<file path="src/include/dcc_defs.vh">
// Register map, field positions and timing constants of the comparator control block
`ifndef DCC_DEFS_VH
`define DCC_DEFS_VH

// Bus address width and response codes
`define DCC_AW 10
`define DCC_RESP_OKAY 2'h0
`define DCC_RESP_SLVERR 2'h2

// Register indices, byte address is four times the index
`define DCC_IDX_COMPARATOR_ONE_CONTROL 8'hAC
`define DCC_IDX_COMPARATOR_TWO_CONTROL 8'hAD
`define DCC_IDX_IRQ_CTRL 8'hB0
`define DCC_IDX_STATUS 8'hB1
`define DCC_IDX_CLEAR 8'hB2
`define DCC_IDX_ENABLE 8'hB3
`define DCC_IDX_POWER 8'hB4

// Comparator control fields
`define DCC_B_FLAG 0
`define DCC_B_SYNC 1
`define DCC_B_PINOE 2
`define DCC_B_NEGSEL 3
`define DCC_B_POSSEL 4
`define DCC_B_ON 5

// Interrupt control fields
`define DCC_B_CMP_IRQ_EN 0
`define DCC_B_GLOBAL_IRQ_EN 1

// Status fields
`define DCC_B_ST_FLAG 0
`define DCC_B_ST_SYNC 2
`define DCC_B_ST_READY 4

// Power control field
`define DCC_B_PWR_OFF 5

// Reset values
`define DCC_RST_CTRL 1'b0
`define DCC_RST_MASK 2'h3

// Settling time after enable
`define DCC_SETTLE_NS 10000
`define DCC_CLK_MHZ 50
`define DCC_NS_PER_US 1000

`endif

</file>
<file path="src/dcc_top.v">
// Dual comparator control, flags, interrupt and AXI4-Lite register slave
//
// Behaviour
// RULE1 - Result is 1 when selected positive input exceeds selected negative, else 0
// RULE2 - Two identical 8-bit control registers at indices ACh and ADh
// RULE3 - Bit 0 change flag set on each synchronized result change, kept until cleared
// RULE4 - Bit 1 shows synchronized result, read-only
// RULE5 - Bit 2 with comparator on drives raw result onto the result pin
// RULE6 - Bit 3 picks negative input: 0 reference pin, 1 internal reference
// RULE7 - Bit 4 picks positive input: 0 pin A, 1 pin B
// RULE8 - Bit 5 turns comparator on; output unstable for 10 microseconds after
// RULE9 - Software keeps interrupt off 10 us after enable, clears flag first
// RULE10 - Shared interrupt when any flag set and both enables set; code also needs that flag's mask bit set in the enable register
// RULE11 - Disabled comparator forces synchronized result high, rising edge sets flag
// RULE12 - Software disables interrupt before disabling comparator, then clears flag
// RULE13 - Comparators run in idle and power-down; total power-down turns both off
// RULE14 - Enabled interrupt on result change wakes from idle or power-down
// RULE15 - Power control bit 5 with comparators off powers down comparator circuitry
// RULE16 - Interrupt routine clears the responsible change flag before returning
// RULE17 - Change seen against previous cycle; hardware set beats software clear
//
// The AXI4-Lite slave port was chosen for this implementation.
`include "dcc_defs.vh"

module dcc_top #(
   parameter VW = 8
) (
   // Clock and reset
   input wire clk_i,
   input wire rst_i,
   // AXI4-Lite write address
   input wire [`DCC_AW-1:0] s_axi_awaddr_i,
   input wire s_axi_awvalid_i,
   output reg s_axi_awready_o,
   // AXI4-Lite write data
   input wire [31:0] s_axi_wdata_i,
   input wire [3:0] s_axi_wstrb_i,
   input wire s_axi_wvalid_i,
   output reg s_axi_wready_o,
   // AXI4-Lite write response
   output reg [1:0] s_axi_bresp_o,
   output reg s_axi_bvalid_o,
   input wire s_axi_bready_i,
   // AXI4-Lite read address
   input wire [`DCC_AW-1:0] s_axi_araddr_i,
   input wire s_axi_arvalid_i,
   output reg s_axi_arready_o,
   // AXI4-Lite read data
   output reg [31:0] s_axi_rdata_o,
   output reg [1:0] s_axi_rresp_o,
   output reg s_axi_rvalid_o,
   input wire s_axi_rready_i,
   // Sampled input levels, comparator 2 in the upper half of each positive input, references shared
   input wire [2*VW-1:0] pos_pin_a_i,
   input wire [2*VW-1:0] pos_pin_b_i,
   input wire [VW-1:0] ref_pin_i,
   input wire [VW-1:0] int_ref_i,
   // Power modes
   input wire idle_mode_i,
   input wire power_down_i,
   input wire total_power_down_i,
   // Result pins
   output reg [1:0] result_pin_o,
   output reg [1:0] result_pin_oe_o,
   // Interrupt, wake and power
   output reg irq_o,
   output reg wake_o,
   output reg cmp_power_down_o
);

   // Settling cycles, rounded up, cut to the counter width
   localparam [31:0] SETTLE_FULL = (`DCC_SETTLE_NS * `DCC_CLK_MHZ + `DCC_NS_PER_US - 1) /
      `DCC_NS_PER_US;
   localparam [15:0] SETTLE_CYC = SETTLE_FULL[15:0];

   // Write channel holding
   reg aw_held;
   reg w_held;
   reg [`DCC_AW-1:0] aw_addr;
   reg [7:0] w_byte;
   reg w_lane;
   wire wr_en = aw_held & w_held & ~s_axi_bvalid_o;
   wire [7:0] wr_idx = aw_addr[`DCC_AW-1:2];
   wire wr_al = (aw_addr[1:0] == 2'h0);
   wire wr_go = wr_en & wr_al & w_lane;
   wire [7:0] rd_idx = s_axi_araddr_i[`DCC_AW-1:2];
   wire rd_al = (s_axi_araddr_i[1:0] == 2'h0);

   // Software registers
   reg cmp_irq_en;
   reg global_irq_en;
   reg [1:0] irq_mask;
   reg pwr_off;

   // Per-comparator state
   wire [1:0] flag;
   wire [1:0] sres;
   wire [1:0] on;
   wire [1:0] ready;
   wire [15:0] ctrl_rd;

   genvar g;
   generate
      for (g = 0; g < 2; g = g + 1) begin : g_cmp
         wire [7:0] my_idx = (g == 0) ? `DCC_IDX_COMPARATOR_ONE_CONTROL : `DCC_IDX_COMPARATOR_TWO_CONTROL;
         wire wr_me = wr_go & (wr_idx == my_idx);
         wire wr_clr = wr_go & (wr_idx == `DCC_IDX_CLEAR) & w_byte[g];
         reg c_on;
         reg c_possel;
         reg c_negsel;
         reg c_pinoe;
         reg c_flag;
         reg s1;
         reg s2;
         reg res;
         reg prev;
         reg [15:0] cnt;
         wire [VW-1:0] pos = c_possel ? pos_pin_b_i[g*VW +: VW] : pos_pin_a_i[g*VW +: VW]; // RULE7
         wire [VW-1:0] neg = c_negsel ? int_ref_i : ref_pin_i; // RULE6
         wire raw = (pos > neg); // RULE1
         wire change = (res != prev); // RULE17

         always @(posedge clk_i or posedge rst_i) begin
            if (rst_i) begin
               c_on <= `DCC_RST_CTRL;
               c_possel <= `DCC_RST_CTRL;
               c_negsel <= `DCC_RST_CTRL;
               c_pinoe <= `DCC_RST_CTRL;
            end else begin
               if (total_power_down_i) begin
                  c_on <= 1'b0; // RULE13
               end else if (wr_me) begin
                  c_on <= w_byte[`DCC_B_ON]; // RULE8
               end
               if (wr_me) begin // RULE2
                  c_possel <= w_byte[`DCC_B_POSSEL];
                  c_negsel <= w_byte[`DCC_B_NEGSEL];
                  c_pinoe <= w_byte[`DCC_B_PINOE];
               end
            end
         end

         // Synchronizer, forced high while off
         always @(posedge clk_i or posedge rst_i) begin
            if (rst_i) begin
               s1 <= 1'b1;
               s2 <= 1'b1;
               res <= 1'b1;
               prev <= 1'b1;
            end else begin
               s1 <= raw;
               s2 <= s1;
               res <= c_on ? s2 : 1'b1; // RULE4 RULE11
               prev <= res;
            end
         end

         // Change flag, hardware set wins
         always @(posedge clk_i or posedge rst_i) begin
            if (rst_i) begin
               c_flag <= 1'b0;
            end else if (change) begin
               c_flag <= 1'b1; // RULE3 RULE17
            end else if ((wr_me & ~w_byte[`DCC_B_FLAG]) | wr_clr) begin
               c_flag <= 1'b0; // RULE3
            end
         end

         // Settle counter after enable
         always @(posedge clk_i or posedge rst_i) begin
            if (rst_i) begin
               cnt <= 16'h0000;
            end else if (!c_on) begin
               cnt <= 16'h0000;
            end else if (cnt != SETTLE_CYC) begin
               cnt <= cnt + 16'h0001; // RULE8
            end
         end

         // Raw result to pin, one flop only
         always @(posedge clk_i or posedge rst_i) begin
            if (rst_i) begin
               result_pin_o[g] <= 1'b0;
               result_pin_oe_o[g] <= 1'b0;
            end else begin
               result_pin_o[g] <= raw; // RULE5
               result_pin_oe_o[g] <= c_on & c_pinoe; // RULE5
            end
         end

         assign flag[g] = c_flag;
         assign sres[g] = res;
         assign on[g] = c_on;
         assign ready[g] = c_on & (cnt == SETTLE_CYC);
         assign ctrl_rd[g*8 +: 8] = {2'h0, c_on, c_possel, c_negsel, c_pinoe, res, c_flag};
      end
   endgenerate

   // Write address and data acceptance
   always @(posedge clk_i or posedge rst_i) begin
      if (rst_i) begin
         s_axi_awready_o <= 1'b1;
         s_axi_wready_o <= 1'b1;
         aw_held <= 1'b0;
         w_held <= 1'b0;
         aw_addr <= {`DCC_AW{1'b0}};
         w_byte <= 8'h00;
         w_lane <= 1'b0;
         s_axi_bvalid_o <= 1'b0;
         s_axi_bresp_o <= `DCC_RESP_OKAY;
      end else begin
         if (s_axi_awvalid_i && s_axi_awready_o) begin
            s_axi_awready_o <= 1'b0;
            aw_held <= 1'b1;
            aw_addr <= s_axi_awaddr_i;
         end
         if (s_axi_wvalid_i && s_axi_wready_o) begin
            s_axi_wready_o <= 1'b0;
            w_held <= 1'b1;
            w_byte <= s_axi_wdata_i[7:0];
            w_lane <= s_axi_wstrb_i[0];
         end
         if (wr_en) begin
            aw_held <= 1'b0;
            w_held <= 1'b0;
            s_axi_bvalid_o <= 1'b1;
            s_axi_bresp_o <= (wr_al && (wr_idx == `DCC_IDX_COMPARATOR_ONE_CONTROL || wr_idx == `DCC_IDX_COMPARATOR_TWO_CONTROL ||
               wr_idx == `DCC_IDX_IRQ_CTRL || wr_idx == `DCC_IDX_STATUS ||
               wr_idx == `DCC_IDX_CLEAR || wr_idx == `DCC_IDX_ENABLE ||
               wr_idx == `DCC_IDX_POWER)) ? `DCC_RESP_OKAY : `DCC_RESP_SLVERR;
         end
         if (s_axi_bvalid_o && s_axi_bready_i) begin
            s_axi_bvalid_o <= 1'b0;
            s_axi_awready_o <= 1'b1;
            s_axi_wready_o <= 1'b1;
         end
      end
   end

   // Shared software registers
   always @(posedge clk_i or posedge rst_i) begin
      if (rst_i) begin
         cmp_irq_en <= 1'b0;
         global_irq_en <= 1'b0;
         irq_mask <= `DCC_RST_MASK;
         pwr_off <= 1'b0;
      end else if (wr_go) begin
         if (wr_idx == `DCC_IDX_IRQ_CTRL) begin
            cmp_irq_en <= w_byte[`DCC_B_CMP_IRQ_EN];
            global_irq_en <= w_byte[`DCC_B_GLOBAL_IRQ_EN];
         end
         if (wr_idx == `DCC_IDX_ENABLE) begin
            irq_mask <= w_byte[1:0];
         end
         if (wr_idx == `DCC_IDX_POWER) begin
            pwr_off <= w_byte[`DCC_B_PWR_OFF];
         end
      end
   end

   // Read data mux
   reg [7:0] rd_byte;
   reg rd_ok;
   always @* begin
      rd_byte = 8'h00;
      rd_ok = rd_al;
      case (rd_idx)
         `DCC_IDX_COMPARATOR_ONE_CONTROL: rd_byte = ctrl_rd[7:0];
         `DCC_IDX_COMPARATOR_TWO_CONTROL: rd_byte = ctrl_rd[15:8];
         `DCC_IDX_IRQ_CTRL: rd_byte = {6'h00, global_irq_en, cmp_irq_en};
         `DCC_IDX_STATUS: rd_byte = {2'h0, ready, sres, flag};
         `DCC_IDX_CLEAR: rd_byte = 8'h00;
         `DCC_IDX_ENABLE: rd_byte = {6'h00, irq_mask};
         `DCC_IDX_POWER: rd_byte = {2'h0, pwr_off, 5'h00};
         default: rd_ok = 1'b0;
      endcase
   end

   // Read channel
   always @(posedge clk_i or posedge rst_i) begin
      if (rst_i) begin
         s_axi_arready_o <= 1'b1;
         s_axi_rvalid_o <= 1'b0;
         s_axi_rdata_o <= 32'h00000000;
         s_axi_rresp_o <= `DCC_RESP_OKAY;
      end else if (s_axi_arvalid_i && s_axi_arready_o) begin
         s_axi_arready_o <= 1'b0;
         s_axi_rvalid_o <= 1'b1;
         s_axi_rdata_o <= rd_ok ? {24'h000000, rd_byte} : 32'h00000000;
         s_axi_rresp_o <= rd_ok ? `DCC_RESP_OKAY : `DCC_RESP_SLVERR;
      end else if (s_axi_rvalid_o && s_axi_rready_i) begin
         s_axi_rvalid_o <= 1'b0;
         s_axi_arready_o <= 1'b1;
      end
   end

   // Interrupt, wake and power down
   wire irq_req = (|(flag & irq_mask)) & cmp_irq_en & global_irq_en;
   always @(posedge clk_i or posedge rst_i) begin
      if (rst_i) begin
         irq_o <= 1'b0;
         wake_o <= 1'b0;
         cmp_power_down_o <= 1'b0;
      end else begin
         irq_o <= irq_req; // RULE10
         wake_o <= irq_req & (idle_mode_i | power_down_i) & ~total_power_down_i; // RULE14
         cmp_power_down_o <= (pwr_off & ~(|on)) | total_power_down_i; // RULE15
      end
   end

endmodule // dcc_top

</file>
<file path="config.mk">
export PLATFORM = sky130hd
export DESIGN_NAME = dcc_top
export DESIGN_NICKNAME = d
export VERILOG_FILES = /design/src/dcc_top.v
export VERILOG_INCLUDE_DIRS = /design/src /design/src/include
export SDC_FILE = /design/constraint.sdc
export NUM_CORES = 1
export LEC_CHECK = 0
export BUFFER_PORTS_ARGS = -buffer_cell sky130_fd_sc_hd__buf_2
export CORE_ASPECT_RATIO = 0.5
export CORE_UTILIZATION = 52
export DETAILED_ROUTE_END_ITERATION = 7
export PLACE_DENSITY = 0.8
export SYNTH_ARGS = -nofsm -noshare
export SYNTH_HDL_FRONTEND = slang
export SYNTH_SLANG_ARGS = --single-unit
</file>
<file path="constraint.sdc">
create_clock -name clk_i -period 3.14 [get_ports clk_i]
set_input_delay 0.314 -clock clk_i [delete_from_list [all_inputs] [get_ports clk_i]]
set_output_delay 0.314 -clock clk_i [all_outputs]
set_load 0.005 [all_outputs]
</file>
==> impl_metrics.tcl <==
set metrics [dict create \
    synthMuxAreaShare 0.1433 \
    cts_buffers 9 \
    synth_top_family_by_area "simple AND/OR/NAND/NOR gates" \
    start_util 0.5445 \
    num_vias 3845 \
    cts_resized 0 \
    rsz0062_at_grt "no" \
    final_area_mm2 0.006073 \
    yosys.area_share.simple 0.1661 \
    avgSynthCellArea_um2 10.92 \
    finalSetupViolCount 0 \
    slew_viol_final 0 \
    synth_edf_count 0 \
    grtUsageTotal 0.2191 \
    worstSetupEndpoint "result_pin_o[1]" \
    worst_pin_slew_ns 0.7682 \
    async_flop_share 1.000 \
    core_area_mm2 0.009603 \
    fmax_mhz 467.0 \
    status "completed" \
    r2r-start "g_cmp[1].c_possel" \
    path_depth 7 \
    worstRegToRegCells 7 \
    grt_pass1_wl_um 17610 \
    die_w_um 143.8 \
    clockPowerShare 0.346 \
    yosys_warnings 0 \
    switchingPower_w 0.0007955 \
    placed_area_mm2 0.005788 \
    tns_ns 0 \
    critPathTopFamily "flip-flops" \
    drv_cap 0 \
    antenna_cells 0 \
    reg2reg_slack_ns 1.0 \
    synth_area_leaders "dfrtp_1 39%, mux2_2 9.3%, dfstp_2 6.5%" \
    grt_overflow 0 \
    peakVddDrop_mv 0.2834 \
    worstPathCellList "mux2_2 > ha_1 > nor2b_1 > o21ai_0 > nand2b_1 > a21oi_1 > o31ai_1" \
    syn-cell-area_mm2 0.005229 \
    synth.top_cell.area_share 0.3877 \
    wl_um 10340 \
    hp-class "primary input to asynchronous set/reset pin" \
    wl_per_cell_um 14.30 \
    fin_crit_sh 0.6819 \
    grt_pass1_vias 3741 \
    post_cts_buffers 0 \
    gp_congestion 0.8931 \
    die_y_um 72.91 \
    slowest_stage "dfrtp_1" \
    r2r-end "result_pin_o[1]" \
    period_needed_ns 2.141 \
    rows 25 \
    synth_compound_area_frac 0.09380 \
    pin_count 162 \
    grt_max_degree 51 \
    mostFrequentLayoutCells "104 x buf_2, 81 x dfrtp_1, 43 x mux2_2" \
    required_ns 3.36 \
    cts_root_buf "clkbuf_16" \
    cts_tree "yes" \
    yosysTopAreaCell "dfrtp_1" \
    drt_iter0_markers 230 \
    cp-start-kind "flop" \
    drive_gt1_frac 0.3112 \
    final-hold-violation-count 0 \
    ys_seq_elements 94 \
    synth_ff_type "dfrtp_1" \
    comb_power_share 0.153 \
    die_area_mm2 0.01048 \
    max_stage_delay_ns 0.63 \
    avgViaCountPerCell 5.318 \
    area.growth.synth_to_final_pct 16.15 \
    critPathCaptureType "flop" \
    cts_max_path_buffers 2 \
    cts_hold_buffers 0 \
    cp_max_fo 10 \
    fin_worst_skew_ns 0.006872 \
    swShare 0.2597 \
    dr.pass1.iters 4 \
    synth_xor_area_frac 0.03685 \
    startpoint "g_cmp[1].c_possel" \
    netlist_instances 479 \
    drtAntennaViolNets 0 \
    seqPwrFrac 0.502 \
    ys_types 53 \
    htreeDepth 3 \
    slew-limit-headroom 0.4873 \
    cp.arrival_ns 2.36 \
    io_buffers 104 \
    critPathKind "flop to flop" \
    antenna_found_initial 0 \
    powerDensity_mw_per_mm2 504.2 \
    drcViolationCount 0 \
    seq_area_frac_synth 0.4530 \
    clock_latency_ns 0.34 \
    final_common_cell "buf_2" \
    cp_num_buf_inv 0 \
    cts.clk_slew.worst_paths_ns 0.06 \
    synth_fa_ha_area_frac 0.04786 \
    clock-sinks 94 \
    p_int_w 0.002267 \
    place_hpwl_um 7729 \
    nNetsFinal 717 \
    power_leakage_nw 2.755 \
]
-- power by group through the flow --
stage | logic [W] | clock network, W | registers (W)
6_report | 0.000468 | 0.00106 | 0.00154
3_3_place_gp | 0.000453 | 0 | 0.00154
3_5_place_dp | 0.000469 | 0 | 0.00156
5_1_grt | 0.000531 | 0.00114 | 0.00156
4_1_cts | 0.000476 | 0.00108 | 0.00153
2_1_floorplan | 0.000353 | 0 | 0.00152
-- final cells by class --
class / instances / area [µm²]
clock inverters: 3 / 45.04
flip-flops and latches: 94 / 2369
multi-input cells: 360 / 2656
repair buffers: 106 / 548.0
well taps: 135 / 168.9
fillers: 774 / 3530
inverters: 12 / 46.29
clock buffers: 13 / 240.2
-- sequential cells by signal, summed over array words and instances, names as in the netlist, 2 cells and up --
signal,cells
g_cmp.c_pinoe,2
g_cmp.prev,2
result_pin_oe_o,2
w_byte,6
g_cmp.cnt,32
g_cmp.c_negsel,2
g_cmp.c_on,2
g_cmp.c_flag,2
g_cmp.c_possel,2
g_cmp.res,2
result_pin_o,2
irq_mask,2
s_axi_rdata_o,6
g_cmp.s2,2
g_cmp.s1,2
aw_addr,10
-- worst min path at each step --
| stage | cells past startpoint | end | slack (ns) |
|---|---|---|---|
| global route | 2 | wake_o | 0.14 |
| floorplan | 0 | g_cmp[0].s2 | 0.35 |
| finish | 2 | g_cmp[1].cnt[2] | 0.08 |
| detailed placement | 0 | g_cmp[0].s2 | 0.35 |
| global placement | 0 | g_cmp[1].s2 | 0.35 |
| CTS | 2 | wake_o | 0.11 |
-- worst reg2reg max path, cell delays in order, from the launching register on --
cell	delay, ns
dfrtp_1	0.63
mux2_2	0.40
ha_1	0.31
nor2b_1	0.14
o21ai_0	0.19
nand2b_1	0.09
a21oi_1	0.15
o31ai_1	0.09
-- through the flow --
step | hold slack (ns) | setup slack (ns) | instances | util | total power [W]
finish | 0.07764 | 0.9989 | 723 | 0.6324 | 0.003062
floorplan | 0.3452 | 0.3988 | 506 | - | 0.001872
global route | 0.1397 | 0.8592 | 723 | 0.6324 | 0.003227
detailed placement | 0.3488 | 1.028 | 707 | 0.6027 | 0.002025
global placement | 0.3461 | 1.029 | 707 | 0.6027 | 0.001995
CTS | 0.1082 | 0.9858 | 723 | 0.6324 | 0.003091
-- cell families after synthesis --
| group | after synthesis |
|---|---|
| DFF | 94 |
| other | 1 |
| xor gates and xnor gates | 22 |
| muxes | 68 |
| buffers and inverters | 52 |
| and+or+nand+nor | 151 |
| AOI/OAI and AO/OA | 71 |
| adders and majority gates | 20 |
-- synth_stat cells (2+ instances only) --
library cell / count
o21ai_0: 23
nor2_1: 19
nand2b_1: 6
buf_4: 29
nand4_1: 11
a21o_1: 5
a21oi_1: 8
mux2i_1: 22
nor4b_1: 4
and4_1: 3
o32ai_1: 3
or3_1: 11
clkbuf_1: 10
nor3b_1: 3
nand2_1: 29
nor2b_1: 7
dfrtp_1: 81
nor4_1: 5
inv_1: 12
nand3_1: 12
mux2_4: 3
a22o_1: 5
ha_1: 20
and3b_1: 2
nor3_1: 4
and2_1: 25
a22oi_1: 7
and3_1: 2
dfstp_2: 13
xnor2_1: 16
mux2_2: 43
xor2_1: 6
a21boi_0: 10
-- layer usage --
metal / GRT usage / up-vias / wire length [µm]
met5: 0 / - / 0
met4: 0.08156 / 0 / 163
li1: - / 1875 / -
met3: 0.05971 / 18 / 549
met1: 0.2803 / 1861 / 4542
met2: 0.3603 / 91 / 5084
Note: power is estimated with default switching activity, not from simulation.
